### src/pkg/pwr_seq_pkg.sv
package pwr_seq_pkg;

  // ----------------------------------------------------------------------
  // Timing
  // ----------------------------------------------------------------------
  localparam int unsigned CLK_HZ = 20_000_000;
  localparam int unsigned CLK_PER_MS = CLK_HZ / 1000;
  localparam int unsigned DISCHARGE_MS = 10;
  localparam int unsigned POR_HOLD_MS = 110;
  localparam int unsigned BUS_WAIT_MS = 150;
  localparam int unsigned RADIO_HOLD_MS = 100;
  localparam int unsigned DISCHARGE_CYC = DISCHARGE_MS * CLK_PER_MS;
  localparam int unsigned POR_HOLD_CYC = POR_HOLD_MS * CLK_PER_MS;
  localparam int unsigned BUS_WAIT_CYC = BUS_WAIT_MS * CLK_PER_MS;
  localparam int unsigned RADIO_HOLD_CYC = RADIO_HOLD_MS * CLK_PER_MS;

  localparam int unsigned CNT_W = 23;
  localparam logic [CNT_W-1:0] CNT_RST = 23'h00_0000;

endpackage

### src/pkg/pwr_seq_if.sv
`timescale 1ns/100ps
interface pwr_seq_if;
  logic wireless_power_enable;
  logic radio_link_power_enable;
  logic supplies_up;

  modport dev (
    input wireless_power_enable,
    input radio_link_power_enable,
    output supplies_up
  );

  modport host (
    output wireless_power_enable,
    output radio_link_power_enable,
    input supplies_up
  );
endinterface

### src/hw/pwr_seq_host.sv
`timescale 1ns/100ps
module pwr_seq_host
  import pwr_seq_pkg::*;
#(
  parameter int unsigned DISCHARGE_CYCLES = DISCHARGE_CYC,
  parameter int unsigned BUS_WAIT_CYCLES = BUS_WAIT_CYC,
  parameter int unsigned RADIO_HOLD_CYCLES = RADIO_HOLD_CYC
)
(
  input wire logic clk,
  input wire logic resetn,
  pwr_seq_if.host link,
  input wire logic wireless_want,
  input wire logic radio_want,
  output logic bus_access_ok,
  output logic busy
);

  typedef enum logic [2:0] {OFF, DISCHARGE, RADIO_UP, BOTH_UP, RADIO_DROP} host_state_e;

  host_state_e state_r, state_nxt;
  logic wl_r, wl_nxt, bt_r, bt_nxt;
  logic ok_r, ok_nxt, busy_r, busy_nxt;
  logic [CNT_W-1:0] cnt_r, cnt_nxt, bus_cnt_r, bus_cnt_nxt;

  // ----------------------------------------------------------------------
  // Sequencing
  // ----------------------------------------------------------------------
  always_comb
  begin
    state_nxt = state_r;
    wl_nxt = wl_r;
    bt_nxt = bt_r;
    cnt_nxt = (cnt_r == CNT_RST) ? cnt_r : cnt_r - 23'h00_0001;
    unique case (state_r)
      OFF:
      begin
        if (wireless_want || radio_want)
        begin
          bt_nxt = 1'b1;
          state_nxt = RADIO_UP;
        end
      end
      RADIO_UP:
      begin
        if (wireless_want)
        begin
          wl_nxt = 1'b1;
          cnt_nxt = CNT_W'(RADIO_HOLD_CYCLES);
          state_nxt = BOTH_UP;
        end
        else if (!radio_want)
        begin
          bt_nxt = 1'b0;
          cnt_nxt = CNT_W'(DISCHARGE_CYCLES);
          state_nxt = DISCHARGE;
        end
      end
      BOTH_UP:
      begin
        if (!radio_want && cnt_r == CNT_RST)
        begin
          bt_nxt = 1'b0;
          state_nxt = RADIO_DROP;
        end
        else if (!wireless_want && !radio_want && cnt_r == CNT_RST)
        begin
          state_nxt = RADIO_DROP;
        end
        else if (!wireless_want)
        begin
          wl_nxt = 1'b0;
          state_nxt = RADIO_UP;
        end
      end
      RADIO_DROP:
      begin
        if (!wireless_want)
        begin
          wl_nxt = 1'b0;
          bt_nxt = 1'b0;
          cnt_nxt = CNT_W'(DISCHARGE_CYCLES);
          state_nxt = DISCHARGE;
        end
        else if (radio_want)
        begin
          bt_nxt = 1'b1;
          state_nxt = BOTH_UP;
        end
      end
      DISCHARGE:
      begin
        if (cnt_r == CNT_RST)
        begin
          state_nxt = OFF;
        end
      end
    endcase
    bus_cnt_nxt = bus_cnt_r;
    ok_nxt = 1'b0;
    if (!link.supplies_up || !wl_r)
    begin
      bus_cnt_nxt = CNT_W'(BUS_WAIT_CYCLES);
    end
    else if (bus_cnt_r != CNT_RST)
    begin
      bus_cnt_nxt = bus_cnt_r - 23'h00_0001;
    end
    else
    begin
      ok_nxt = 1'b1;
    end
    busy_nxt = (state_nxt == DISCHARGE);
  end

  always_ff @(posedge clk or negedge resetn)
  begin
    if (!resetn)
    begin
      state_r <= OFF;
      wl_r <= 1'b0;
      bt_r <= 1'b0;
      cnt_r <= CNT_RST;
      bus_cnt_r <= CNT_RST;
      ok_r <= 1'b0;
      busy_r <= 1'b0;
    end
    else
    begin
      state_r <= state_nxt;
      wl_r <= wl_nxt;
      bt_r <= bt_nxt;
      cnt_r <= cnt_nxt;
      bus_cnt_r <= bus_cnt_nxt;
      ok_r <= ok_nxt;
      busy_r <= busy_nxt;
    end
  end

  assign link.wireless_power_enable = wl_r;
  assign link.radio_link_power_enable = bt_r;
  assign bus_access_ok = ok_r;
  assign busy = busy_r;

endmodule

### src/flat_wrapper.sv
// flat-port wrapper written by rule: the top's interface ports become plain ports
module pwr_seq_host_flat import pwr_seq_pkg::*;
#(
  parameter int unsigned DISCHARGE_CYCLES = DISCHARGE_CYC,
  parameter int unsigned BUS_WAIT_CYCLES = BUS_WAIT_CYC,
  parameter int unsigned RADIO_HOLD_CYCLES = RADIO_HOLD_CYC
)
  (clk, resetn, wireless_want, radio_want, bus_access_ok, busy, link_wireless_power_enable, link_radio_link_power_enable, link_supplies_up);
  pwr_seq_if link_i ();
  input wire logic clk;
  input wire logic resetn;
  input wire logic wireless_want;
  input wire logic radio_want;
  output logic bus_access_ok;
  output logic busy;
  output wire logic [$bits(link_i.wireless_power_enable)-1:0] link_wireless_power_enable;
  output wire logic [$bits(link_i.radio_link_power_enable)-1:0] link_radio_link_power_enable;
  input wire logic [$bits(link_i.supplies_up)-1:0] link_supplies_up;
  assign link_wireless_power_enable = link_i.wireless_power_enable;
  assign link_radio_link_power_enable = link_i.radio_link_power_enable;
  assign link_i.supplies_up = link_supplies_up;
  pwr_seq_host #(.DISCHARGE_CYCLES(DISCHARGE_CYCLES), .BUS_WAIT_CYCLES(BUS_WAIT_CYCLES), .RADIO_HOLD_CYCLES(RADIO_HOLD_CYCLES)) u_core (.clk(clk), .resetn(resetn), .link(link_i), .wireless_want(wireless_want), .radio_want(radio_want), .bus_access_ok(bus_access_ok), .busy(busy));
endmodule
### config.mk
export PLATFORM = sky130hd
export DESIGN_NAME = pwr_seq_host_flat
export DESIGN_NICKNAME = d
export VERILOG_FILES = /design/src/pkg/pwr_seq_pkg.sv /design/src/pkg/pwr_seq_if.sv /design/src/hw/pwr_seq_host.sv /design/src/flat_wrapper.sv
export SDC_FILE = /design/constraint.sdc
export NUM_CORES = 1
export LEC_CHECK = 0
export BUFFER_PORTS_ARGS = -buffer_cell sky130_fd_sc_hd__buf_2
export CELL_PAD_IN_SITES_DETAIL_PLACEMENT = 2
export CELL_PAD_IN_SITES_GLOBAL_PLACEMENT = 2
export CORE_MARGIN = 2
export CORE_UTILIZATION = 43
export CTS_BUF_LIST = sky130_fd_sc_hd__clkbuf_4 sky130_fd_sc_hd__clkbuf_8 sky130_fd_sc_hd__clkbuf_16
export DETAILED_ROUTE_END_ITERATION = 12
export PLACE_DENSITY = 0.95
export SYNTH_ARGS = -nofsm -noshare
export SYNTH_HDL_FRONTEND = slang
export SYNTH_SLANG_ARGS = --single-unit
### constraint.sdc
create_clock -name clk -period 6.75 [get_ports clk]
set_clock_uncertainty 0.1 [all_clocks]
set_input_delay 0.675 -clock clk [delete_from_list [all_inputs] [get_ports clk]]
set_output_delay 0.675 -clock clk [all_outputs]
set_load 0.02 [all_outputs]
Word level (Yosys, flattened, before mapping)
Cells that the tools add are included.
{"block": "word_totals", "elab_cells": 70, "out_inout_bits": 4, "reg_bits": 53, "in_bits": 5}
{"block": "op_classes", "reduce_logical": 17, "n_eq_ne": 13, "add_sub_neg": 2, "mux": 31}
{"op": "$mux W23", "count": 6}
{"op": "$pmux W23 S2", "count": 1}
{"op": "$sub A23 B1 Y23 const B", "count": 2}
{"op": "$mux W3", "count": 9}
{"op": "$logic_not A23 Y1", "count": 1}
{"op": "$reduce_bool A23 Y1", "count": 1}
{"op": "$pmux W3 S5", "count": 1}
{"op": "$mux W1", "count": 12}
{"op": "$ne A2 B2 Y1 const B", "count": 5}
{"op": "$eq A3 B1 Y1 const B", "count": 2}
{"op": "$eq A3 B2 Y1 const B", "count": 2}
{"op": "$reduce_and A6 Y1", "count": 1}
{"op": "$logic_not A1 Y1", "count": 4}
{"op": "$ne A2 B1 Y1 const B", "count": 2}
{"op": "$pmux W1 S4", "count": 1}
{"op": "$reduce_and A4 Y1", "count": 1}
{"op": "$reduce_bool A4 Y1", "count": 1}
{"op": "$eq A3 B3 Y1 const B", "count": 1}
{"op": "$logic_and A1 B1 Y1", "count": 3}
{"op": "$logic_not A3 Y1", "count": 1}
{"op": "$ne A3 B3 Y1 const B", "count": 1}
{"op": "$pmux W1 S3", "count": 1}
{"op": "$reduce_bool A3 Y1", "count": 1}
{"op": "$logic_or A1 B1 Y1", "count": 2}
{"op": "$reduce_bool A2 Y1", "count": 1}

Longest topological paths before layout
Gate-level depths: netlist of the first run.
{"block": "depth", "ltp_word": 7, "ltp_mapped": 8, "mapped_depth_nobuf": 7}

Worst setup path before layout of the first run
No wires, ideal clock.
{"block": "synth_path", "path_type": "register -> register", "start": "reg u_core.cnt_r[0]", "end": "reg u_core.cnt_r[17]", "period_less_slack_ns": 2.354, "path_buffers": 0, "setup_slack_ns": 4.396, "required_ns": 6.518, "setup_time_ns": 0.132, "arrival_ns": 2.123, "path_stages_with_launch": 8, "path_cell_list": "dfrtp_1 > inv_1 > ha_1 > or4b_1 > or3_1 > o21ai_2 > nor3_1 > or3b_1"}
{"block": "synth_via", "elab_chain_len": 5, "elab_cells_between_ends": 7, "cone_classes": "add/sub (1); mux (5); reduce/logical (1)"}
{"item": "start: declaration", "line": "pwr_seq_host.sv:24", "text": "logic [CNT_W-1:0] cnt_r, cnt_nxt, bus_cnt_r, bus_cnt_nxt;"}
{"item": "start signal: assignment", "line": "pwr_seq_host.sv:133", "text": "cnt_r <= cnt_nxt;"}
{"item": "$sub A23 B1 Y23 / $logic_not A23 Y1 (equally long branches)", "line": "pwr_seq_host.sv:34", "text": "cnt_nxt = (cnt_r == CNT_RST) ? cnt_r : cnt_r - 23'h00_0001;"}
{"item": "$mux W23 *", "line": "pwr_seq_host.sv:34"}
{"item": "$mux W23", "line": "pwr_seq_host.sv:52", "text": "else if (!radio_want)"}
{"item": "$mux W23", "line": "pwr_seq_host.sv:46", "text": "if (wireless_want)"}
{"item": "$pmux W23 S2 *", "line": "pwr_seq_host.sv:35", "text": "unique case (state_r)"}
{"item": "net u_core.cnt_nxt[17]", "line": "pwr_seq_host.sv:24"}
The timed path passes the listed nets; every way through them passes the cells marked *.
A chain may end at the register's enable or synchronous reset.

Final worst setup path of the first run
{"block": "layout_path", "start": "reg u_core.cnt_r[0]", "end": "reg u_core.cnt_r[6]"}
Same word-level chain as after synthesis.

==> impl_results.md, run 1 <==
- Outcome: finished, final reports clean
- Peak Freq: 344 MHz
- Fin nets: 345
- RSZ-0062 raised after global routing: false
- DP HPWL: 6990 um
- Cell variety after synth: 60
- Gr busiest metal: met2
- Post-Layout Cell Count: 434
- Filler cells: 745
- Buffers added on ports: 8
- Starting Density: 0.450
- Pin count of the biggest net entering global routing: 54
- CP arrival: 2960 ps
- Gr usage total: 0.272
- Synth-to-layout area growth: 5.83%
- Slew @ Worst Pin: 927 ps
- Post_cts resized: 0
- Clock tree from TritonCTS: built
- Critical Path RT: 6800 ps
- Sequential area share after synthesis: 0.429
- Crit start category: flop
- Vias/cell: 6.25
- Cell count after synthesis: 338
- Final worst setup slack: 3840 ps
- Met1 Resource Use GR: 0.328
- Die height: 88.8 um
- Ys flop type: dfrtp_1
- Crit. End Element: flop
- Final Cycle Share: 0.430
- Max transition margin: 0.380
- Post-synth ARST share: 1.00
- WL/cell: 22.5 um
- FF+latch count, synth: 53
- Hold/Removal Path Class: input port to async pin
- Post-DRT Antenna Nets: 0
- Die width: 88.8 um
- Endpoints failing hold: 0
- Syn avg cell area: 9.15 um^2
- Number of setup buffers added after CTS: 0
- RD Place Congestion: 0.784
- M2 GR Usage: 0.492
- Critical path class: flop to flop
- CORE AREA: 6870 um^2
- Clock insertion delay at the later pin of the skew report: 320 ps
- Post-synth EDFFs: 0
- Max Transition Viols Final: 0
- Number of H-tree levels: 2
- Period minus WS final: 2910 ps
- Diode count: 0
- Initial antenna violation count: 0
- TNS Setup: 0 ps
- PwrDens: 346 nW/um^2
- Max clock buf depth: 2
- Netlist Area Pre-Place: 3090 um^2
- GRT met3 Usage: 0.0420
- Top Ports: 9
- First-pass GRT wire length: 16400 um
- DR vias: 2712
- Share of cells above drive strength 1: 0.0858
- Worst slack after detailed placement: 3850 ps
- Die area: 7890 um^2
- Max-cap violations: 0
- Root cell of the clock tree: clkbuf_8
- Placed insts: 426
- Initial DRC Count: 106
- Clk pin slew, worst setup/hold paths: 110 ps
- Mapped Nets: 346
- Clock sink count: 53
- Worst-path maximum fanout: 12
- DRC viols: 0
- Worst VDD drop: 237 uV
- Leak Pwr: 1.25 nW
- Syn. warnings: 0
- DR pass1 iterations: 4
- Number of global-route vias before repair: 3059
- Total Wirelength: 9750 um
- GR Overflow Total: 0
- Hold buffer count at CTS: 0
- Num rows: 30
- CTS Buf Count: 5
- Final setup vio count: 0
-- cell usage in the layout, fill, tap and decap left out, types with 10 or more instances in the layout --
master   netlist  routed
or3_1         12      12
nor2_1        44      44
dfrtp_1       53      53
nand2_1       13      13
nor4_1        10      10
nand3_1       12      12
xor2_1        17      17
or4_1         11      11
o21ai_1       18      18
a21oi_1       17      17
nor3_1        10      10
-- registers in the layout, indices dropped and copies added, names as in the netlist --
name and cells:
u_core.bus_cnt_r 23, u_core.link.radio_link_power_enable 1, u_core.busy 1, u_core.cnt_r 23
u_core.bus_access_ok 1, u_core.link.wireless_power_enable 1, u_core.state_r 3
-- synthesized netlist by cell type (all sizes together), types with 2 or more instances --
cell,count,area (um^2)
or4b,3,30.0
or2,3,18.8
o21ai,27,139
o31ai,6,45.0
dfrtp,53,1330
nor3,10,50.1
or4,12,93.8
a211oi,4,30.0
a31oi,2,12.5
and2,2,12.5
nor2b,3,18.8
o41ai,2,17.5
nor2,44,165
inv,7,26.3
nor4b,6,73.8
buf,5,38.8
xor2,17,149
a21oi,17,85.1
nand3b,2,15.0
o211ai,8,65.1
ha,3,37.5
and3,6,37.5
nand2,13,48.8
nor4,11,75.1
or3,13,86.3
mux2i,2,20.0
nand3,12,60.1
clkbuf,12,45.0
xnor2,4,35.0
nand2b,6,37.5
nor3b,5,42.5
nand4,5,37.5
-- final cells by class --
cell class	count	area (um^2)	area share
multi-input cells	261	1660	0.506
flip-flops and latches	53	1330	0.405
well taps	96	120	0.0367
clock buffers	6	82.6	0.0252
repair buffers	9	47.5	0.0145
inverters	7	26.3	0.00803
clock inverters	2	13.8	0.00420
-- critical path, stage by stage, from the launching register on --
cell and delay [ps]:
dfrtp_1 440, inv_1 110, ha_1 200, or4b_1 520
or3_1 620, o211ai_1 480, or4_1 200, nand3_1 80
-- worst paths after layout --
kind,slack (ps),cells after the start,endpoint,start
setup / recovery,3840,7,u_core.cnt_r[6],u_core.cnt_r[0]
hold / removal,360,2,u_core.bus_cnt_r[13],resetn
setup reg to reg,3840,7,u_core.cnt_r[6],u_core.cnt_r[0]
hold reg to reg,420,2,u_core.bus_cnt_r[22],u_core.bus_cnt_r[22]
max in group asynchronous,5690,2,u_core.cnt_r[13],resetn
min in group clk,420,2,u_core.bus_cnt_r[22],u_core.bus_cnt_r[22]
-- kinds of logic (layout without fill, tap and decap cells) --
logic type / count (synthesis) / after routing / synth area share
compound gates: 74 / 74 / 0.150
xor+xnor: 21 / 21 / 0.0595
fa+ha+maj: 3 / 3 / 0.0121
buf+inv: 24 / 24 / 0.0356
flops: 53 / 53 / 0.429
mux: 2 / 2 / 0.00647
simple gates: 161 / 161 / 0.307
-- layer usage --
| layer | vias to the layer above | part of all wire |
|---|---|---|
| met5 | - | 0 |
| met4 | 0 | 0.024 |
| met3 | 22 | 0.027 |
| met2 | 48 | 0.53 |
| met1 | 1401 | 0.41 |
| li1 | 1241 | - |
-- where the power goes --
group	switching (mW)	leakage, nW	internal, mW
clock network	0.114	0.0512	0.0836
logic	0.269	0.559	0.150
registers	0.124	0.639	0.393
total	0.507	1.25	0.627
-- through the flow --
stage | hold WS (ps) | util | cell area (um^2) | total power [mW]
after detailed placement | 404 | 0.462 | 3180 | 0.931
final | 362 | 0.477 | 3270 | 1.13
after global routing | 427 | 0.477 | 3270 | 1.21
after floorplan | 279 | - | 3090 | 0.778
after global placement | 387 | 0.462 | 3180 | 0.876
after CTS | 401 | 0.477 | 3270 | 1.14
No activity file was read; power rests on OpenSTA's default activity.
==> run 2, diff against run 1 <==
--- a/config.mk
+++ b/config.mk
@@ -5,14 +5,15 @@
 export SDC_FILE = /design/constraint.sdc
 export NUM_CORES = 1
 export LEC_CHECK = 0
+export ABC_AREA = 1
 export BUFFER_PORTS_ARGS = -buffer_cell sky130_fd_sc_hd__buf_2
 export CELL_PAD_IN_SITES_DETAIL_PLACEMENT = 2
 export CELL_PAD_IN_SITES_GLOBAL_PLACEMENT = 2
 export CORE_MARGIN = 2
-export CORE_UTILIZATION = 43
+export CORE_UTILIZATION = 36
 export CTS_BUF_LIST = sky130_fd_sc_hd__clkbuf_4 sky130_fd_sc_hd__clkbuf_8 sky130_fd_sc_hd__clkbuf_16
 export DETAILED_ROUTE_END_ITERATION = 12
-export PLACE_DENSITY = 0.95
+export PLACE_DENSITY = 0.9
 export SYNTH_ARGS = -nofsm -noshare
 export SYNTH_HDL_FRONTEND = slang
 export SYNTH_SLANG_ARGS = --single-unit
==> constraint.sdc (replaced) <==
create_clock -name clk -period 2.9 [get_ports clk]
set_clock_uncertainty 0.1 [all_clocks]
set_input_delay 0.29 -clock clk [delete_from_list [all_inputs] [get_ports clk]]
set_output_delay 0.29 -clock clk [all_outputs]
set_load 0.02 [all_outputs]
==> impl_results.md, run 2 <==
- GRT met3 Usage: 0.0272 (-0.0148)
- Post_cts resized: 0 (unchanged)
- R2R Path Start: u_core.bus_cnt_r[0]
- Period minus WS final: 2320 ps (-589 ps)
- Num rows: 34 (+13%)
- Final worst setup slack: 584 ps (-3260 ps)
- Share of cells above drive strength 1: 0.113 (+0.0274)
- M2 GR Usage: 0.434 (-0.0579)
- Top Ports: 9 (unchanged)
- Critical path class: flop to flop
- Worst-path maximum fanout: 11 (-1)
- Peak Freq: 432 MHz (+25%)
- Max-cap violations: 0 (unchanged)
- Clock tree from TritonCTS: built
- Commonest non-fill, non-tap cell in the layout: nand2_1
- Final Cell Area: 3600 um^2 (+10%)
- Pin count of the biggest net entering global routing: 35 (-35%)
- Max clock buf depth: 2 (unchanged)
- Register cell area after layout: 1330 um^2 (unchanged)
- Die width: 99.8 um (+12%)
- PwrDens: 872 nW/um^2 (+150%)
- Slew @ Worst Pin: 577 ps (-350 ps)
- R2R Path End: u_core.bus_cnt_r[1]
- Final Cycle Share: 0.799 (+0.368)
- Root cell of the clock tree: clkbuf_8
- Cell depth of the worst hold path: 5
- Initial DRC Count: 115 (+8.5%)
- Sequential area share after synthesis: 0.402 (-0.0271)
- Post-DRT Antenna Nets: 0 (unchanged)
- GR Overflow Total: 0 (unchanged)
- Total Wirelength: 10900 um (+12%)
- DR vias: 3154 (+16%)
- Met1 Resource Use GR: 0.305 (-0.0235)
- Worst VDD drop: 319 uV (+34%)
- Syn avg cell area: 7.15 um^2 (-22%)
- Setup slack on the worst flop-to-flop path: 580 ps (-3260 ps)
- Initial antenna violation count: 0 (unchanged)
- Hold/Removal Path Class: input port to flop
- RSZ-0062 raised after global routing: false
- Placement Cell Area: 3470 um^2 (+9.4%)
- Crit. End Element: flop
- Clk pin slew, worst setup/hold paths: 120 ps (about the same)
- CTS Buf Count: 5 (unchanged)
- Syn. warnings: 0 (unchanged)
- Cell count after synthesis: 462 (+37%)
- Clock sink count: 53 (unchanged)
- DP HPWL: 8330 um (+19%)
- Synth top area share: 0.402 (-0.0271)
- FF+latch count, synth: 53 (unchanged)
- Die area: 9950 um^2 (+26%)
- Max transition margin: 0.614 (+0.235)
- First-pass GRT wire length: 18700 um (+14%)
- Outcome: finished, final reports clean
- Synth-to-layout area growth: 9.06%
- Starting Density: 0.375 (-0.0753)
- Fin nets: 484 (+40%)
- Worst slack after detailed placement: 721 ps (-3130 ps)
- Post-synth ARST share: 1.00 (unchanged)
- TNS Setup: 0 ps (unchanged)
- CP arrival: 2450 ps (-510 ps)
- Most numerous cell in the Yosys netlist: nand2_1
- Worst hold slack: 248 ps (-114 ps)
- Post-synth EDFFs: 0 (unchanged)
- Gr busiest metal: met2
- Number of H-tree levels: 2 (unchanged)
- Synth area leaders: dfrtp_1, nand2_1, nor2_1
- Critical Path RT: 3040 ps (-3760 ps)
- Endpoints failing hold: 0 (unchanged)
- Number of global-route vias before repair: 3557 (+16%)
- Crit start category: flop
- Gr usage total: 0.238 (-0.0335)
- Netlist Area Pre-Place: 3300 um^2 (+6.8%)
- Commonest cells after routing, fill and taps aside: nand2_1, nor2_1, inv_1
- Largest registers: u_core.bus_cnt_r (23), u_core.cnt_r (23), u_core.state_r (3)
- DRC viols: 0 (unchanged)
- Min-delay src: wireless_want
- DR pass1 iterations: 5 (+1)
- Leak Pwr: 1.70 nW (+36%)
- Final setup vio count: 0 (unchanged)
- Hold Crit Endpoint: u_core.state_r[0]
- Mapped Nets: 470 (+36%)
- Worst r2r path cells: 8 (+1)
- Ys flop type: dfrtp_1
- Max Transition Viols Final: 0 (unchanged)
- RD Place Congestion: 0.842 (+7.4%)
- Clock insertion delay at the later pin of the skew report: 320 ps (about the same)
- Cell variety after synth: 36 (-40%)
- CORE AREA: 8810 um^2 (+28%)
- Buffers added on ports: 8 (unchanged)
- Diode count: 0 (unchanged)
- Filler cells: 1059 (+42%)
- Footprint of the multi-input gates: 1740 um^2 (+4.8%)
- Top post-synthesis cells by count: nand2_1, nor2_1, inv_1
- WL/cell: 18.7 um (-17%)
- Die height: 99.8 um (+12%)
- Cell taking the most area after synthesis: dfrtp_1
- Vias/cell: 5.39 (-14%)
==> run 2: area by class of cell <==
type / instances / area share
Multi-Input combinational cell: 346 / 0.482
Clock inverter: 3 / 0.0132
Timing Repair Buffer: 11 / 0.0181
Inverter: 59 / 0.0615
Clock buffer: 5 / 0.0191
Sequential cell: 53 / 0.368
Tap cell: 108 / 0.0375
==> run 2: power by group <==
part	total [mW]	internal (mW)	switching, mW	leakage, nW
Combinational	1.46	0.442	1.02	0.995
Sequential	1.12	0.917	0.204	0.642
Clock	0.558	0.264	0.294	0.0591
==> run 2: cell families after synthesis <==
kind of cell	Yosys count	synth area share
AOI/OAI and AO/OA	38	0.0629
xor gates and xnor gates	16	0.0424
DFF	53	0.402
adders and majority gates	3	0.0114
and+or+nand+nor	289	0.409
buffers and inverters	63	0.0724
==> run 2: layer usage <==
metal | share of wire | wire, um
met5 | 0 | 0
met4 | 0.011 | 122
met1 | 0.45 | 4920
met2 | 0.52 | 5660
met3 | 0.022 | 240
==> run 2: stage by stage <==
stage | cells | util | power, mW
floorplan | 462 | - | 2.11
global placement | 576 | 0.395 | 2.48
detailed placement | 576 | 0.395 | 2.58
CTS | 585 | 0.409 | 3.17
global route | 585 | 0.409 | 3.41
finish | 585 | 0.409 | 3.14
==> run 2: repair_timing <==
action                                  4_1_cts  5_1_grt
endpoints found under the setup margin        0        0
buffers inserted                              0        0
hold buffers                                  1        0
endpoints found under the hold margin        19        0
==> run 2: worst max-delay path by stage <==
stage | from | to | depth (start not counted)
after CTS | u_core.bus_cnt_r[0] | u_core.bus_cnt_r[1] | 8
after global placement | u_core.bus_cnt_r[17] | u_core.bus_cnt_r[1] | 7
after floorplan | u_core.cnt_r[0] | u_core.cnt_r[10] | 11
final | u_core.bus_cnt_r[0] | u_core.bus_cnt_r[1] | 8
after global routing | u_core.bus_cnt_r[0] | u_core.bus_cnt_r[1] | 8
after detailed placement | u_core.bus_cnt_r[0] | u_core.bus_cnt_r[1] | 8
==> run 2: worst max-delay path, cell delays in order (launching register included) <==
cell and delay [ps]:
dfrtp_1 410, inv_1 160, ha_1 260, nand2_1 120, nor2_1 170, nand4_1 490
inv_2 340, nand2_1 100, o31ai_1 70
